`src/backlight_pkg.sv`:
```
/*
  Shared constants for the backlight control register bank: register
  offsets, field positions, reset values and timing figures.
  Assumes a 100 MHz register clock and byte-wide registers.
*/
package backlight_pkg;

   // Register offsets on the byte register port
   localparam logic [7:0] OFF_PWM_LEVEL  = 8'h00;
   localparam logic [7:0] OFF_DEV_CTRL   = 8'h01;
   localparam logic [7:0] OFF_STATUS     = 8'h02;
   localparam logic [7:0] OFF_IDENT      = 8'h03;
   localparam logic [7:0] OFF_DC_LEVEL   = 8'h07;
   localparam logic [7:0] OFF_CONFIG     = 8'h08;
   localparam logic [7:0] OFF_CHANNELS   = 8'h09;

   // Reset values
   localparam logic [7:0] RST_PWM_LEVEL  = 8'hff;
   localparam logic [7:0] RST_DEV_CTRL   = 8'h00;
   localparam logic [7:0] RST_DC_LEVEL   = 8'hff;
   localparam logic [7:0] RST_CONFIG     = 8'h1f;
   localparam logic [7:0] RST_CHANNELS   = 8'h3f;
   localparam logic [7:0] READ_UNMAPPED  = 8'h00;

   // Device control fields
   localparam int CTL_ON_REQ  = 0;
   localparam int CTL_SRC_SEL = 1;
   localparam int CTL_BLEND   = 2;

   // Status fields
   localparam int ST_FAULT    = 0;
   localparam int ST_OVERTEMP = 1;
   localparam int ST_OVERCURR = 2;
   localparam int ST_ON_FLAG  = 3;
   localparam int ST_ONE_DOWN = 4;
   localparam int ST_TWO_DOWN = 5;

   // Configuration fields
   localparam int CFG_SHORT   = 0;
   localparam int CFG_RATE    = 2;
   localparam int CFG_DRIVE_L = 3;
   localparam int CFG_DRIVE_H = 4;

   // Identification layout
   localparam logic       ID_KIND_BIT   = 1'b1;
   localparam int         NUM_CHANNELS  = 6;

   // Duty figures
   localparam logic [7:0] DUTY_FULL     = 8'hff;
   localparam logic [7:0] DUTY_NONE     = 8'h00;
   localparam logic [1:0] TWO_DOWN_MIN  = 2'h2;

   // Turn-on bound
   localparam int CLK_PERIOD_NS  = 10;
   localparam int ON_MAX_MS      = 4;
   localparam int ON_MAX_CYCLES  = (ON_MAX_MS * 1000000) / CLK_PERIOD_NS;

endpackage : backlight_pkg

```
`src/backlight_regs.sv`:
```
/*
  Backlight control register bank: byte registers written and read by
  the two-wire protocol engine, backlight on/off sequencing, dimming
  source selection, sticky fault summary and channel readout.
  Assumes reg_wr/reg_rd are one-cycle pulses on ref_clk from the
  protocol engine; fault and PWM pins are asynchronous.
*/
// What this block does
// - Reserved device control bits read zero until written, and steer nothing.
// - Defined device control bits read back their latched values.
// - Backlight is running within four milliseconds after the on request is set.
// - Backlight is on only when the on flag is one and channels read nonzero.
// - Clearing the on request turns off at once; flag and channels read zero.
// - Device control resets to all zeros.
// - Source select one makes brightness follow only the external PWM input.
// - Source zero, blend one: duty comes only from the programmed PWM level.
// - Both mode bits zero: duty equals programmed level times measured PWM duty.
// - Reserved status bits read zero and ignore writes.
// - Status bits are read-only except the summary fault bit, writable to clear.
// - The on flag shows the present on or off state.
// - Summary fault is set by overtemp, overcurrent or channel-down, never on flag.
// - One-down reads one for any faulted channel, two-down for two or more.
// - Summary fault sticks; clears on on-request toggle or zero write.
// - Identification is read-only: top bit one, 4-bit maker, 3-bit revision.
// - DC level scales string current linearly over 256 codes, applied on the fly.
// - DC level resets to all ones and is fully readable and writable.
// - Configuration holds a two-bit switch drive strength field.
// - A configuration bit selects the boost switching rate.
// - A configuration bit enables or disables string short detection.
// - Configuration resets to 0x1f.
// - Drive strength codes 00..11 give 25, 50, 75 and 100 percent.
// - Short guard bit zero disables, one enables short protection.
// - Channel readout shows zero for disabled or faulted-out channels.
// - PWM level codes 1..255 map linearly to duty; code 0 is minimum.
`timescale 1ns/1ps
module backlight_regs #(
   parameter int         ON_DELAY_CYCLES = backlight_pkg::ON_MAX_CYCLES,
   parameter int         METER_W         = 20,
   parameter logic [3:0] MAKER_CODE      = 4'h5,  // Arbitrary value
   parameter logic [2:0] REVISION        = 3'h0
) (
   input  wire logic       ref_clk,               // 100 MHz block clock
   input  wire logic       resetn,                // Async reset, active low
   input  wire logic       reg_wr,                // Write strobe, one cycle
   input  wire logic       reg_rd,                // Read strobe, one cycle
   input  wire logic [7:0] reg_addr,              // Register offset
   input  wire logic [7:0] reg_wdata,             // Write data
   output      logic [7:0] reg_rdata,             // Read data, registered
   output      logic       reg_rvalid,            // Read data valid pulse
   input  wire logic       ext_pwm_in,            // External PWM pin
   input  wire logic       overtemp_in,           // Overtemperature pin
   input  wire logic       overcurrent_in,        // Input overcurrent pin
   input  wire logic [5:0] chan_fault_in,         // Per-channel fault pins
   output      logic       backlight_on,          // Backlight running
   output      logic [7:0] dim_duty,              // PWM dimming duty, 255 = 100%
   output      logic [7:0] dc_level,              // String current scale
   output      logic [5:0] chan_drive,            // Channels driven
   output      logic [1:0] switch_drive_strength, // Boost gate drive code
   output      logic       switching_rate_select, // Boost rate select
   output      logic       short_guard_select     // Short detection enable
);

   typedef enum logic [2:0]
   {
      BL_OFF  = 3'b001,
      BL_RAMP = 3'b010,
      BL_ON   = 3'b100
   } bl_state_e;

   localparam int RAMP_W = $clog2(ON_DELAY_CYCLES + 1);
   localparam int N = backlight_pkg::NUM_CHANNELS;

   bl_state_e   state_r;
   logic [RAMP_W-1:0] ramp_cnt_r;
   logic [7:0]  pwm_level_r;
   logic [7:0]  device_control_r;
   logic [7:0]  dc_level_r;
   logic [7:0]  configuration_r;
   logic [5:0]  channel_enable_bits_r;
   logic [5:0]  chan_down_r;
   logic        fault_r;
   logic        on_req_d_r;
   logic [8:0]  sync_in;
   logic [8:0]  sync_out;
   logic        pwm_sync;
   logic        overtemp_flag;
   logic        overcurrent_flag;
   logic [5:0]  chan_fault_s;
   logic [7:0]  meas_duty;
   logic        backlight_on_request;
   logic        dimming_source_select;
   logic        dimming_blend_select;
   logic        backlight_on_flag;
   logic        one_channel_down;
   logic        two_channels_down;
   logic [2:0]  down_count;
   logic        fault_cause;
   logic        fault_clear;
   logic [15:0] scaled_prod;
   logic [7:0]  duty_nxt;
   logic [5:0]  chan_readout;
   logic [7:0]  status_read;
   logic [7:0]  ident_read;
   logic [7:0]  rdata_nxt;
   logic        wr_ctrl;

   // All pin inputs pass two flops before use
   assign sync_in = {chan_fault_in, overcurrent_in, overtemp_in, ext_pwm_in};

   sync_two_flop #(
      .WIDTH    (9)
   ) u_sync (
      .ref_clk  (ref_clk),
      .resetn   (resetn),
      .async_in (sync_in),
      .sync_out (sync_out)
   );

   assign pwm_sync         = sync_out[0];
   assign overtemp_flag    = sync_out[1];
   assign overcurrent_flag = sync_out[2];
   assign chan_fault_s     = sync_out[8:3];

   pwm_duty_meter #(
      .CNT_W    (METER_W)
   ) u_meter (
      .ref_clk  (ref_clk),
      .resetn   (resetn),
      .pwm_sync (pwm_sync),
      .duty_r   (meas_duty)
   );

   // Decoded control fields; reserved bits are stored but never decoded
   assign backlight_on_request  = device_control_r[backlight_pkg::CTL_ON_REQ];
   assign dimming_source_select = device_control_r[backlight_pkg::CTL_SRC_SEL];
   assign dimming_blend_select  = device_control_r[backlight_pkg::CTL_BLEND];
   assign wr_ctrl = reg_wr && (reg_addr == backlight_pkg::OFF_DEV_CTRL);

   // Writable registers; all but channels store the whole byte so reserved bits read back
   always_ff @(posedge ref_clk or negedge resetn)
   begin
      if (!resetn)
      begin
         pwm_level_r      <= backlight_pkg::RST_PWM_LEVEL;
         device_control_r <= backlight_pkg::RST_DEV_CTRL;
         dc_level_r       <= backlight_pkg::RST_DC_LEVEL;
         configuration_r  <= backlight_pkg::RST_CONFIG;
         channel_enable_bits_r <= backlight_pkg::RST_CHANNELS[5:0];
      end
      else if (reg_wr)
      begin
         unique case (reg_addr)
            backlight_pkg::OFF_PWM_LEVEL: pwm_level_r      <= reg_wdata;
            backlight_pkg::OFF_DEV_CTRL:  device_control_r <= reg_wdata;
            backlight_pkg::OFF_DC_LEVEL:  dc_level_r       <= reg_wdata;
            backlight_pkg::OFF_CONFIG:    configuration_r  <= reg_wdata;
            backlight_pkg::OFF_CHANNELS:  channel_enable_bits_r <= reg_wdata[5:0];
            default:                      ;  // Status writes act only through fault_clear; ident ignores writes
         endcase
      end
   end

   // On sequencing: turn-on waits the ramp count, turn-off is immediate
   always_ff @(posedge ref_clk or negedge resetn)
   begin
      if (!resetn)
      begin
         state_r    <= BL_OFF;
         ramp_cnt_r <= '0;
      end
      else
      begin
         unique case (state_r)
            BL_OFF:
            begin
               ramp_cnt_r <= '0;
               if (backlight_on_request)
                  state_r <= BL_RAMP;
            end
            BL_RAMP:
            begin
               ramp_cnt_r <= ramp_cnt_r + RAMP_W'(1);
               if (!backlight_on_request)
                  state_r <= BL_OFF;
               else if (ramp_cnt_r >= RAMP_W'(ON_DELAY_CYCLES - 2))
                  state_r <= BL_ON;
            end
            BL_ON:
            begin
               if (!backlight_on_request)
                  state_r <= BL_OFF;
            end
         endcase
      end
   end

   // Flag is the present state, and channels go dark with it
   assign backlight_on_flag = (state_r == BL_ON);
   assign chan_readout = channel_enable_bits_r & ~chan_down_r
                         & {N{backlight_on_flag}};
   assign backlight_on = backlight_on_flag && (chan_readout != '0);

   // Faulted channels latch out until disabled; re-enable retries them
   generate
      for (genvar i = 0; i < N; i++)
      begin : g_chan
         always_ff @(posedge ref_clk or negedge resetn)
         begin
            if (!resetn)
               chan_down_r[i] <= 1'b0;
            else if (chan_fault_s[i] && channel_enable_bits_r[i] && backlight_on_flag)
               chan_down_r[i] <= 1'b1;
            else if (!channel_enable_bits_r[i])
               chan_down_r[i] <= 1'b0;
         end
      end
   endgenerate

   // Count of faulted-out channels
   always_comb
   begin
      down_count = '0;
      for (int k = 0; k < N; k++)
         down_count = down_count + 3'(chan_down_r[k]);
   end

   assign one_channel_down  = (down_count != '0);
   assign two_channels_down = (down_count >= 3'(backlight_pkg::TWO_DOWN_MIN));

   // Summary fault: any fault cause, never the on flag
   assign fault_cause = overtemp_flag | overcurrent_flag
                        | one_channel_down | two_channels_down;
   assign fault_clear = (on_req_d_r != backlight_on_request)
                        || (reg_wr && (reg_addr == backlight_pkg::OFF_STATUS)
                            && !reg_wdata[backlight_pkg::ST_FAULT]);

   // Set wins over clear so a persisting cause sets it again at once
   always_ff @(posedge ref_clk or negedge resetn)
   begin
      if (!resetn)
      begin
         fault_r    <= 1'b0;
         on_req_d_r <= 1'b0;
      end
      else
      begin
         on_req_d_r <= backlight_on_request;
         if (fault_cause)
            fault_r <= 1'b1;
         else if (fault_clear)
            fault_r <= 1'b0;
      end
   end

   // Dimming duty selection; off always gives zero
   always_comb
   begin
      scaled_prod = pwm_level_r * meas_duty;
      duty_nxt    = backlight_pkg::DUTY_NONE;
      if (!backlight_on_flag)
         duty_nxt = backlight_pkg::DUTY_NONE;
      else if (dimming_source_select)
         duty_nxt = meas_duty;
      else if (dimming_blend_select)
         duty_nxt = pwm_level_r;
      else if (meas_duty == backlight_pkg::DUTY_FULL)
         duty_nxt = pwm_level_r;
      else
         duty_nxt = scaled_prod[15:8];
   end

   // Data outputs from flops; boost settings follow the register directly
   always_ff @(posedge ref_clk or negedge resetn)
   begin
      if (!resetn)
      begin
         dim_duty   <= backlight_pkg::DUTY_NONE;
         chan_drive <= '0;
      end
      else
      begin
         dim_duty   <= duty_nxt;
         chan_drive <= chan_readout;
      end
   end

   assign dc_level = dc_level_r;
   assign switch_drive_strength = configuration_r[backlight_pkg::CFG_DRIVE_H:
                                                  backlight_pkg::CFG_DRIVE_L];
   assign switching_rate_select = configuration_r[backlight_pkg::CFG_RATE];
   assign short_guard_select    = configuration_r[backlight_pkg::CFG_SHORT];

   // Status and identification images; reserved status bits stay zero
   always_comb
   begin
      status_read = '0;
      status_read[backlight_pkg::ST_FAULT]    = fault_r;
      status_read[backlight_pkg::ST_OVERTEMP] = overtemp_flag;
      status_read[backlight_pkg::ST_OVERCURR] = overcurrent_flag;
      status_read[backlight_pkg::ST_ON_FLAG]  = backlight_on_flag;
      status_read[backlight_pkg::ST_ONE_DOWN] = one_channel_down;
      status_read[backlight_pkg::ST_TWO_DOWN] = two_channels_down;
   end

   assign ident_read = {backlight_pkg::ID_KIND_BIT, MAKER_CODE, REVISION};

   // Read multiplexer; unmapped offsets read zero
   always_comb
   begin
      unique case (reg_addr)
         backlight_pkg::OFF_PWM_LEVEL: rdata_nxt = pwm_level_r;
         backlight_pkg::OFF_DEV_CTRL:  rdata_nxt = device_control_r;
         backlight_pkg::OFF_STATUS:    rdata_nxt = status_read;
         backlight_pkg::OFF_IDENT:     rdata_nxt = ident_read;
         backlight_pkg::OFF_DC_LEVEL:  rdata_nxt = dc_level_r;
         backlight_pkg::OFF_CONFIG:    rdata_nxt = configuration_r;
         backlight_pkg::OFF_CHANNELS:  rdata_nxt = {2'b00, chan_readout};
         default:                      rdata_nxt = backlight_pkg::READ_UNMAPPED;
      endcase
   end

   // Read data is captured on the strobe and held until the next read
   always_ff @(posedge ref_clk or negedge resetn)
   begin
      if (!resetn)
      begin
         reg_rdata  <= backlight_pkg::READ_UNMAPPED;
         reg_rvalid <= 1'b0;
      end
      else
      begin
         reg_rvalid <= reg_rd;
         if (reg_rd)
            reg_rdata <= rdata_nxt;
      end
   end

   // Checks on the block's own behaviour
   a_ctrl_reset: assert property (@(posedge ref_clk) disable iff (!resetn)
      $rose(resetn) |-> device_control_r == backlight_pkg::RST_DEV_CTRL)
      else $error("Device control not zero after reset");

   a_on_bound: assert property (@(posedge ref_clk) disable iff (!resetn)
      state_r == BL_RAMP |-> ramp_cnt_r < RAMP_W'(ON_DELAY_CYCLES))
      else $error("Turn-on took longer than the bound");

   a_off_at_once: assert property (@(posedge ref_clk) disable iff (!resetn)
      !backlight_on_request |=> !backlight_on_flag && chan_readout == '0)
      else $error("Backlight not off after request cleared");

   a_ext_mode: assert property (@(posedge ref_clk) disable iff (!resetn)
      backlight_on_flag && dimming_source_select |=> dim_duty == $past(meas_duty))
      else $error("External mode duty differs from measured duty");

   a_blend_mode: assert property (@(posedge ref_clk) disable iff (!resetn)
      backlight_on_flag && !dimming_source_select && dimming_blend_select
      |=> dim_duty == $past(pwm_level_r))
      else $error("Register mode duty differs from level");

   a_scaled_mode: assert property (@(posedge ref_clk) disable iff (!resetn)
      backlight_on_flag && device_control_r[2:1] == 2'b00 && meas_duty != 8'hff
      |=> dim_duty == 8'((16'($past(pwm_level_r)) * 16'($past(meas_duty))) >> 8))
      else $error("Scaled duty wrong");

   a_fault_sets: assert property (@(posedge ref_clk) disable iff (!resetn)
      fault_cause |=> fault_r)
      else $error("Fault cause did not set summary");

   a_fault_sticky: assert property (@(posedge ref_clk) disable iff (!resetn)
      fault_r && !fault_clear |=> fault_r)
      else $error("Summary fault dropped without clear");

   a_status_rsv: assert property (@(posedge ref_clk) disable iff (!resetn)
      reg_rd && reg_addr == backlight_pkg::OFF_STATUS |=> reg_rdata[7:6] == 2'b00)
      else $error("Reserved status bits nonzero");

   a_two_down: assert property (@(posedge ref_clk) disable iff (!resetn)
      two_channels_down |-> one_channel_down && $countones(chan_down_r) >= 2)
      else $error("Channel-down flags inconsistent");

   a_ident_fixed: assert property (@(posedge ref_clk) disable iff (!resetn)
      reg_rd && reg_addr == backlight_pkg::OFF_IDENT
      |=> reg_rdata[7] == 1'b1 && $stable(ident_read))
      else $error("Identification changed");

   c_turn_on: cover property (@(posedge ref_clk) disable iff (!resetn)
      state_r == BL_RAMP ##1 state_r == BL_ON);
   c_fault_clear: cover property (@(posedge ref_clk) disable iff (!resetn)
      fault_r ##1 !fault_r);
   c_scaled_on: cover property (@(posedge ref_clk) disable iff (!resetn)
      backlight_on_flag && device_control_r[2:1] == 2'b00 && meas_duty != '0);

endmodule : backlight_regs

```
`src/pwm_duty_meter.sv`:
```
/*
  Measures the duty fraction of a synchronised PWM input as an 8-bit
  value, full scale = 255. Assumes the input is already synchronised.
*/
`timescale 1ns/1ps
module pwm_duty_meter #(
   parameter int CNT_W = 20
) (
   input  wire logic       ref_clk,    // Block clock
   input  wire logic       resetn,     // Async reset, active low
   input  wire logic       pwm_sync,   // Synchronised PWM level
   output      logic [7:0] duty_r      // Last measured duty, 255 = 100%
);

   logic             pwm_d_r;
   logic [CNT_W-1:0] period_cnt_r;
   logic [CNT_W-1:0] high_cnt_r;
   logic [CNT_W+7:0] quot;
   logic             rise;
   logic             stalled;

   assign rise    = pwm_sync & ~pwm_d_r;
   assign stalled = &period_cnt_r;

   // Ratio of high time to period, scaled to 256 and clipped
   always_comb
   begin
      quot = '0;
      if (period_cnt_r != '0)
         quot = {high_cnt_r, 8'h00} / {8'h00, period_cnt_r};
   end

   // Counters restart on each rising edge; saturate on a stuck input
   always_ff @(posedge ref_clk or negedge resetn)
   begin
      if (!resetn)
      begin
         pwm_d_r      <= 1'b0;
         period_cnt_r <= '0;
         high_cnt_r   <= '0;
      end
      else
      begin
         pwm_d_r <= pwm_sync;
         if (rise)
         begin
            period_cnt_r <= CNT_W'(1);
            high_cnt_r   <= CNT_W'(1);
         end
         else if (!stalled)
         begin
            period_cnt_r <= period_cnt_r + CNT_W'(1);
            high_cnt_r   <= high_cnt_r + CNT_W'(pwm_sync);
         end
      end
   end

   // A stuck input reads as 0% or 100% rather than the stale figure
   always_ff @(posedge ref_clk or negedge resetn)
   begin
      if (!resetn)
         duty_r <= backlight_pkg::DUTY_NONE;
      else if (stalled)
         duty_r <= pwm_sync ? backlight_pkg::DUTY_FULL : backlight_pkg::DUTY_NONE;
      else if (rise)
         duty_r <= (quot > CNT_W'(255)) ? backlight_pkg::DUTY_FULL : quot[7:0];
   end

endmodule : pwm_duty_meter

```
`src/sync_two_flop.sv`:
```
/*
  Two-flop level synchroniser, one stage pair per bit.
  Assumes inputs are levels that stay stable for several clocks.
*/
`timescale 1ns/1ps
module sync_two_flop #(
   parameter int WIDTH = 1
) (
   input  wire logic             ref_clk,   // Block clock
   input  wire logic             resetn,    // Async reset, active low
   input  wire logic [WIDTH-1:0] async_in,  // Levels from outside
   output      logic [WIDTH-1:0] sync_out   // Synchronised levels
);

   logic [WIDTH-1:0] meta_r;

   // First stage feeds only the second stage
   always_ff @(posedge ref_clk or negedge resetn)
   begin
      if (!resetn)
      begin
         meta_r   <= '0;
         sync_out <= '0;
      end
      else
      begin
         meta_r   <= async_in;
         sync_out <= meta_r;
      end
   end

endmodule : sync_two_flop
```
`config.mk`:
```
export PLATFORM = sky130hd
export DESIGN_NAME = backlight_regs
export DESIGN_NICKNAME = d
export VERILOG_FILES = /design/src/backlight_pkg.sv /design/src/backlight_regs.sv /design/src/pwm_duty_meter.sv /design/src/sync_two_flop.sv
export SDC_FILE = /design/constraint.sdc
export NUM_CORES = 2
export LEC_CHECK = 0
export ABC_AREA = 1
export BUFFER_PORTS_ARGS = -buffer_cell sky130_fd_sc_hd__buf_2
export CORE_MARGIN = 2
export CORE_UTILIZATION = 45
export CTS_BUF_LIST = sky130_fd_sc_hd__clkbuf_16
export CTS_CLUSTER_DIAMETER = 60
export DETAILED_ROUTE_END_ITERATION = 16
export GPL_TIMING_DRIVEN = 0
export PLACE_DENSITY = 0.71
export SLEW_MARGIN = 0
export SYNTH_ARGS = -nofsm -noshare
export SYNTH_HDL_FRONTEND = slang
export SYNTH_SLANG_ARGS = --single-unit
```
`constraint.sdc`:
```
create_clock -name ref_clk -period 162.7 [get_ports ref_clk]
set_input_delay 16.27 -clock ref_clk [delete_from_list [all_inputs] [get_ports ref_clk]]
set_output_delay 16.27 -clock ref_clk [all_outputs]
set_load 0.01 [all_outputs]
```
[Word level (Yosys, flattened, before mapping)]
Index checks and enable logic that the tools add are counted.
Cells by class
  add/sub/neg operators: 8
  $mul: 1
  divide/modulo/power cells: 1
  magnitude comparators: 3
  eq/ne operators: 21
  mux-type cells: 34
  bitwise logic cells: 8
  reduce and logical (&&, ||, !) cells: 31
Operators with widths (count)
  two-way mux 20 bit: 4
  two-way mux 8 bit: 8
  one-hot mux 8 bit (7 select lines): 1
  one-hot mux 19 bit (2 select lines): 1
  divider 28 x 20 -> 28 bit: 1
  greater-than comparator 28 x 8 -> 1 bit (second input constant): 1
  two-way mux 28 bit: 1
  adder 20 x 1 -> 20 bit: 1
  adder 20 x 1 -> 20 bit (second input constant): 1
  AND reduction 20 bit: 1
  nonzero test 20 bit: 1
  adder 19 x 1 -> 19 bit (second input constant): 1
  greater-or-equal comparator 19 bit (second input constant): 1
  equality test 8 x 2 -> 1 bit (second input constant): 2
  equality test 8 x 4 -> 1 bit (second input constant): 2
  multiplier 8 x 8 -> 16 bit: 1
  logical AND 1 bit: 15
  two-way mux 1 bit: 14
  inequality test 2 x 1 -> 1 bit (second input constant): 7
  bitwise AND 6 bit: 2
  two-way mux 3 bit: 4
  AND reduction 2 bit: 5
  adder 3 x 1 -> 3 bit: 3
  one-hot mux 3 bit (3 select lines): 1
  other kinds (23): 28
Storage, ports and cells
  bits in registers: 158
  bits of input ports: 29
  output and inout port bits: 36
  logic and storage cells: 132

[Logic depth before layout (Yosys ltp)]
  depth in word-level cells: 9
  gate-level depth with buffers: 489
  mapped depth without buffers: 458

[Cells and area by module]
From an unflattened synthesis, not the netlist that was laid out.
Second synthesis, totals
  cells, all modules: 4625
  area, all modules: 29692.2 sq um
By module, submodules not included
  pwm_duty_meter: instances 1, cells each 3695, area each 22357.7 sq um, sequential area each 1226.2 sq um
  backlight_regs: instances 1, cells each 912, area each 6884.1 sq um, sequential area each 2312.2 sq um
  sync_two_flop: instances 1, cells each 18, area each 450.4 sq um, sequential area each 450.4 sq um

[Least setup slack after synthesis]
OpenSTA, ideal clock, no wires.
  path type: reg2reg
  start point: reg u_meter.period_cnt_r[0]
  end point: reg u_meter.duty_r[0]
  setup time: 0.117 ns
  data arrival time: 59.808 ns
  data required time: 162.583 ns
  setup slack: 102.775 ns
  stages on the path, launching flop included: 470
  path buffers: 34
  clock period less this slack: 59.925 ns
  cells stage by stage: dfrtp_1 > clkbuf_1 > inv_1 > buf_2 > ha_1 > nor2_1 > nor2_1 > nand4_1 > nand2_1 > nand2_1 > ha_1 > nand2_1 > nor2_1 > inv_1 > nor2_1 > nand3_1 > nand2_1 > nand2_1 > [434 not listed] > nor2_4 > nand2_2 > inv_2 > clkbuf_1 > o21ai_0 > ha_1 > a21oi_1 > nor2_1 > a211oi_1 > o21ai_0 > nand3_1 > nand4_1 > a21oi_1 > nand4_1 > nor2_1 > nand3_1 > nand2_1 > nand2_1
On the way
  word-level cells in the longest chain between the ends: 6
  elaborated cells between the ends (all ways): 9
  those cells by class: div (1); order compare (1); mux (4); reduce/logical (3)
Ends and longest elaborated chain
  from (decl): line pwm_duty_meter.sv:16  | logic [CNT_W-1:0] period_cnt_r;
  from (signal assigned): line pwm_duty_meter.sv:52  | period_cnt_r <= period_cnt_r + CNT_W'(1);
  divider 28 x 20 -> 28 bit or nonzero test 20 bit (tied branches): line pwm_duty_meter.sv:30, pwm_duty_meter.sv:29
  two-way mux 28 bit: line pwm_duty_meter.sv:29  | if (period_cnt_r != '0)
  greater-than comparator 28 x 8 -> 1 bit: line pwm_duty_meter.sv:66  | duty_r <= (quot > CNT_W'(255)) ? backlight_pkg::DUTY_FULL : quot[7:0];
  two-way mux 8 bit: line pwm_duty_meter.sv:66
  two-way mux 8 bit: line pwm_duty_meter.sv:65  | else if (rise)
  two-way mux 8 bit: line pwm_duty_meter.sv:63  | else if (stalled)
  to (signal assigned): line pwm_duty_meter.sv:62  | duty_r <= backlight_pkg::DUTY_NONE;
  to (signal assigned): line pwm_duty_meter.sv:64  | duty_r <= pwm_sync ? backlight_pkg::DUTY_FULL : backlight_pkg::DUTY_NONE;
  to (signal assigned): line pwm_duty_meter.sv:66
  to (decl): line pwm_duty_meter.sv:12  | output logic [7:0] duty_r
Several ways; a longest one is shown, not always the timed one. The select of a mux whose other input is x is not followed.
A chain may end at the register's enable or synchronous reset.

[Worst setup path after layout]
Ends and elaborated chain as after synthesis.

==> flow_summary.yaml <==
logic_synthesis:
  synth_seq_area_share: 0.139
  ys_seq_elements: 158
  synth.distinct_cells: 78
  syn_area_sq_um: 28600
  synth_area_per_cell_sq_um: 6.49
  synth.top_cells.by_area: "ha_1 18%, nand2_1 14%, dfrtp_1 11%"
  syn_nets: 4881
  synth_edf_count: 0
  synth_top_flop_cell: "dfrtp_1"
  ys_warn_count: 0
  synth_cells: 4409
  synth_top_cell_by_area: "ha_1"
  yosysTopAreaCellShare: 0.177
  async_flop_share: 1.00
die:
  die_area_sq_um: 65700
  fp.dieW_um: 256
  core_sq_um: 63000
  die_y_um: 256
  rows: 92
  io_pins: 65
  initial_core_util: 0.455
placed_design:
  dp.cells: 5321
  io_buffers: 64
  dpl_cell_area_sq_um: 30100
  hpwl_um: 60100
  globalplace.congestion: 0.935
finish:
  antenna_cells: 0
  design_area_sq_um: 30700
  nNetsFinal: 4968
  multiInputGateArea_sq_um: 21700
  finalNonFillerCells: 5355
  layout_common_cells: "1077 x nand2_1, 612 x inv_1, 404 x ha_1"
  area_growth_pct: 7.30
  filler_cell_count: 6428
  final_common_cell: "nand2_1"
  seqCellArea_sq_um: 3990
  drive_above_1_share: 0.0792
cts:
  hold_buffers: 0
  clk_root_buffer_cell: "clkbuf_16"
  clk_path_buf_depth: 2
  clock-sinks: 158
  htree_levels: 4
  cts_setup_buffers: 0
  ctsResizeCount: 0
  cts_buffers: 17
  clkTransAtPathRegs_ns: 0.08
  clock_latency_ns: 0.44
  cts_tree: "built"
routing:
  wl_per_cell_um: 14.1
  num_vias: 28513
  first_pass_iters: 5
  avgViaCountPerCell: 5.32
  post-route-drc-count: 0
  wl_um: 75300
  drt_iter0_drc: 1874
  drtAntennaViolNets: 0
global_route:
  grt_overflow: 0
  grt_antenna_before_repair: 0
  grtUsageTotal: 0.228
  grt_pass1_wl_um: 128000
  grt_pass1_vias: 26848
  grt_max_degree: 96
worst_setup_path:
  cp_common_cell: "nand2_1"
  crit_slowest_cell: "o21ai_0"
  cp.required_ns: 163.04
  cp-end-kind: "flop"
  critical_path.max_stage_delay_ns: 0.55
  path_class: "flop to flop"
  worstPathMaxFanout: 33
  crit_path_start_kind: "flop"
  arrival_ns: 74.20
timing:
  relSlewSlack: 0.109
  period_share: 0.454
  hold_viol: 0
  worst_pin_slew_ns: 1.33
  period_minus_slack_ns: 73.86
  setup_viol: 0
  final.setup.tns_ns: 0
  slew_violations: 0
  fmax_ghz: 0.0135
  skew_ns: 0.0172
  rsz0062_at_grt: "no"
status:
  status: "finished, final reports clean"
min_path:
  hold_class: "flop to flop"
job:
  max_cap_viol_count: 0
[area by class of cell]
cell class                 count  area share
sequential                   158       0.130
timing repair buffer          68      0.0136
clock buffer                  18      0.0147
tap                          846      0.0345
multi-input combinational   3497       0.708
inverter                     651      0.0796
buffer                       103      0.0149
clock inverter                14     0.00530
[cell families (layout without fill, tap and decap cells)]
family | after synthesis | count (layout) | synth area share
AOI/OAI and AO/OA | 928 | 928 | 0.187
xor gates and xnor gates | 271 | 271 | 0.0829
adders and majority gates | 443 | 443 | 0.204
buffers and inverters | 754 | 854 | 0.101
DFF | 158 | 158 | 0.139
muxes | 2 | 2 | 0.000699
and+or+nand+nor | 1853 | 1853 | 0.285
[through the flow]
stage | util | hold slack, ns | worst slack, ns
after floorplan | - | 0.331 | 102.78
after global placement | 0.477 | 0.334 | 90.14
after detailed placement | 0.478 | 0.335 | 89.46
after CTS | 0.487 | 0.352 | 89.18
after global routing | 0.488 | 0.368 | 80.16
final | 0.488 | 0.350 | 88.84
[flip-flops by register name, indices dropped and copies added (netlist names), 3 cells and up]
name,cells
reg_rdata,8
device_control_r,8
u_sync.sync_out,9
dc_level,8
channel_enable_bits_r,6
u_meter.period_cnt_r,20
chan_drive,6
configuration_r,8
u_meter.duty_r,8
u_meter.high_cnt_r,20
state_r,3
dim_duty,8
ramp_cnt_r,19
u_sync.meta_r,9
chan_down_r,6
pwm_level_r,8
[final timing paths]
check	cells after the start	slack [ns]	to	startpoint
setup / recovery	461	88.84	u_meter.duty_r[0]$_DFFE_PN0P_	u_meter.period_cnt_r[0]$_DFFE_PN0P_
hold / removal	0	0.35	u_sync.sync_out[7]$_DFF_PN0_	u_sync.meta_r[7]$_DFF_PN0_
setup reg to reg	461	88.84	u_meter.duty_r[0]$_DFFE_PN0P_	u_meter.period_cnt_r[0]$_DFFE_PN0P_
hold reg to reg	0	0.35	u_sync.sync_out[7]$_DFF_PN0_	u_sync.meta_r[7]$_DFF_PN0_
max in group asynchronous	2	146.08	u_meter.high_cnt_r[5]$_DFFE_PN0P_	resetn
min in group asynchronous	1	15.76	reg_rvalid$_DFF_PN0_	resetn
[critical path, delay by kind of cell (launching register included)]
| family | cells | cell delay (ns) |
|---|---|---|
| AO/OA/AOI/OAI | 159 | 29.44 |
| AND/OR/NAND/NOR | 194 | 19.83 |
| buffers and inverters | 79 | 14.11 |
| adder cells (fa/ha/maj) | 29 | 9.76 |
| flip-flops | 1 | 0.42 |
[cell usage after synthesis, types with 16 or more instances]
| library cell | number |
|---|---|
| o211ai_1 | 16 |
| nor3_1 | 67 |
| nor2_2 | 19 |
| dfstp_2 | 28 |
| xnor2_1 | 108 |
| o21bai_1 | 34 |
| nor4_1 | 18 |
| nor2_1 | 249 |
| o21ai_1 | 34 |
| o21ai_0 | 354 |
| ha_1 | 404 |
| or2_2 | 35 |
| nand3_2 | 21 |
| a21oi_1 | 323 |
| dfrtp_1 | 130 |
| a31oi_1 | 18 |
| nand2_2 | 23 |
| inv_1 | 614 |
| xor2_1 | 163 |
| fa_1 | 39 |
| nand3_1 | 226 |
| a21oi_2 | 22 |
| a21o_1 | 18 |
| inv_2 | 33 |
| nand2_1 | 1077 |
| clkbuf_1 | 73 |
| nand4_1 | 58 |
[metal layers]
metal  vias to the layer above  wire [um]  GRT usage
li1                      14812          -          -
met1                     12924      36300      0.314
met3                        99       3510     0.0142
met5                         -          0          0
met4                         0       1740     0.0547
met2                       678      33800      0.388
Power is left out: the tool's default activity adds up to more than one toggle a clock period on the data nets, which glitch-free logic cannot reach.
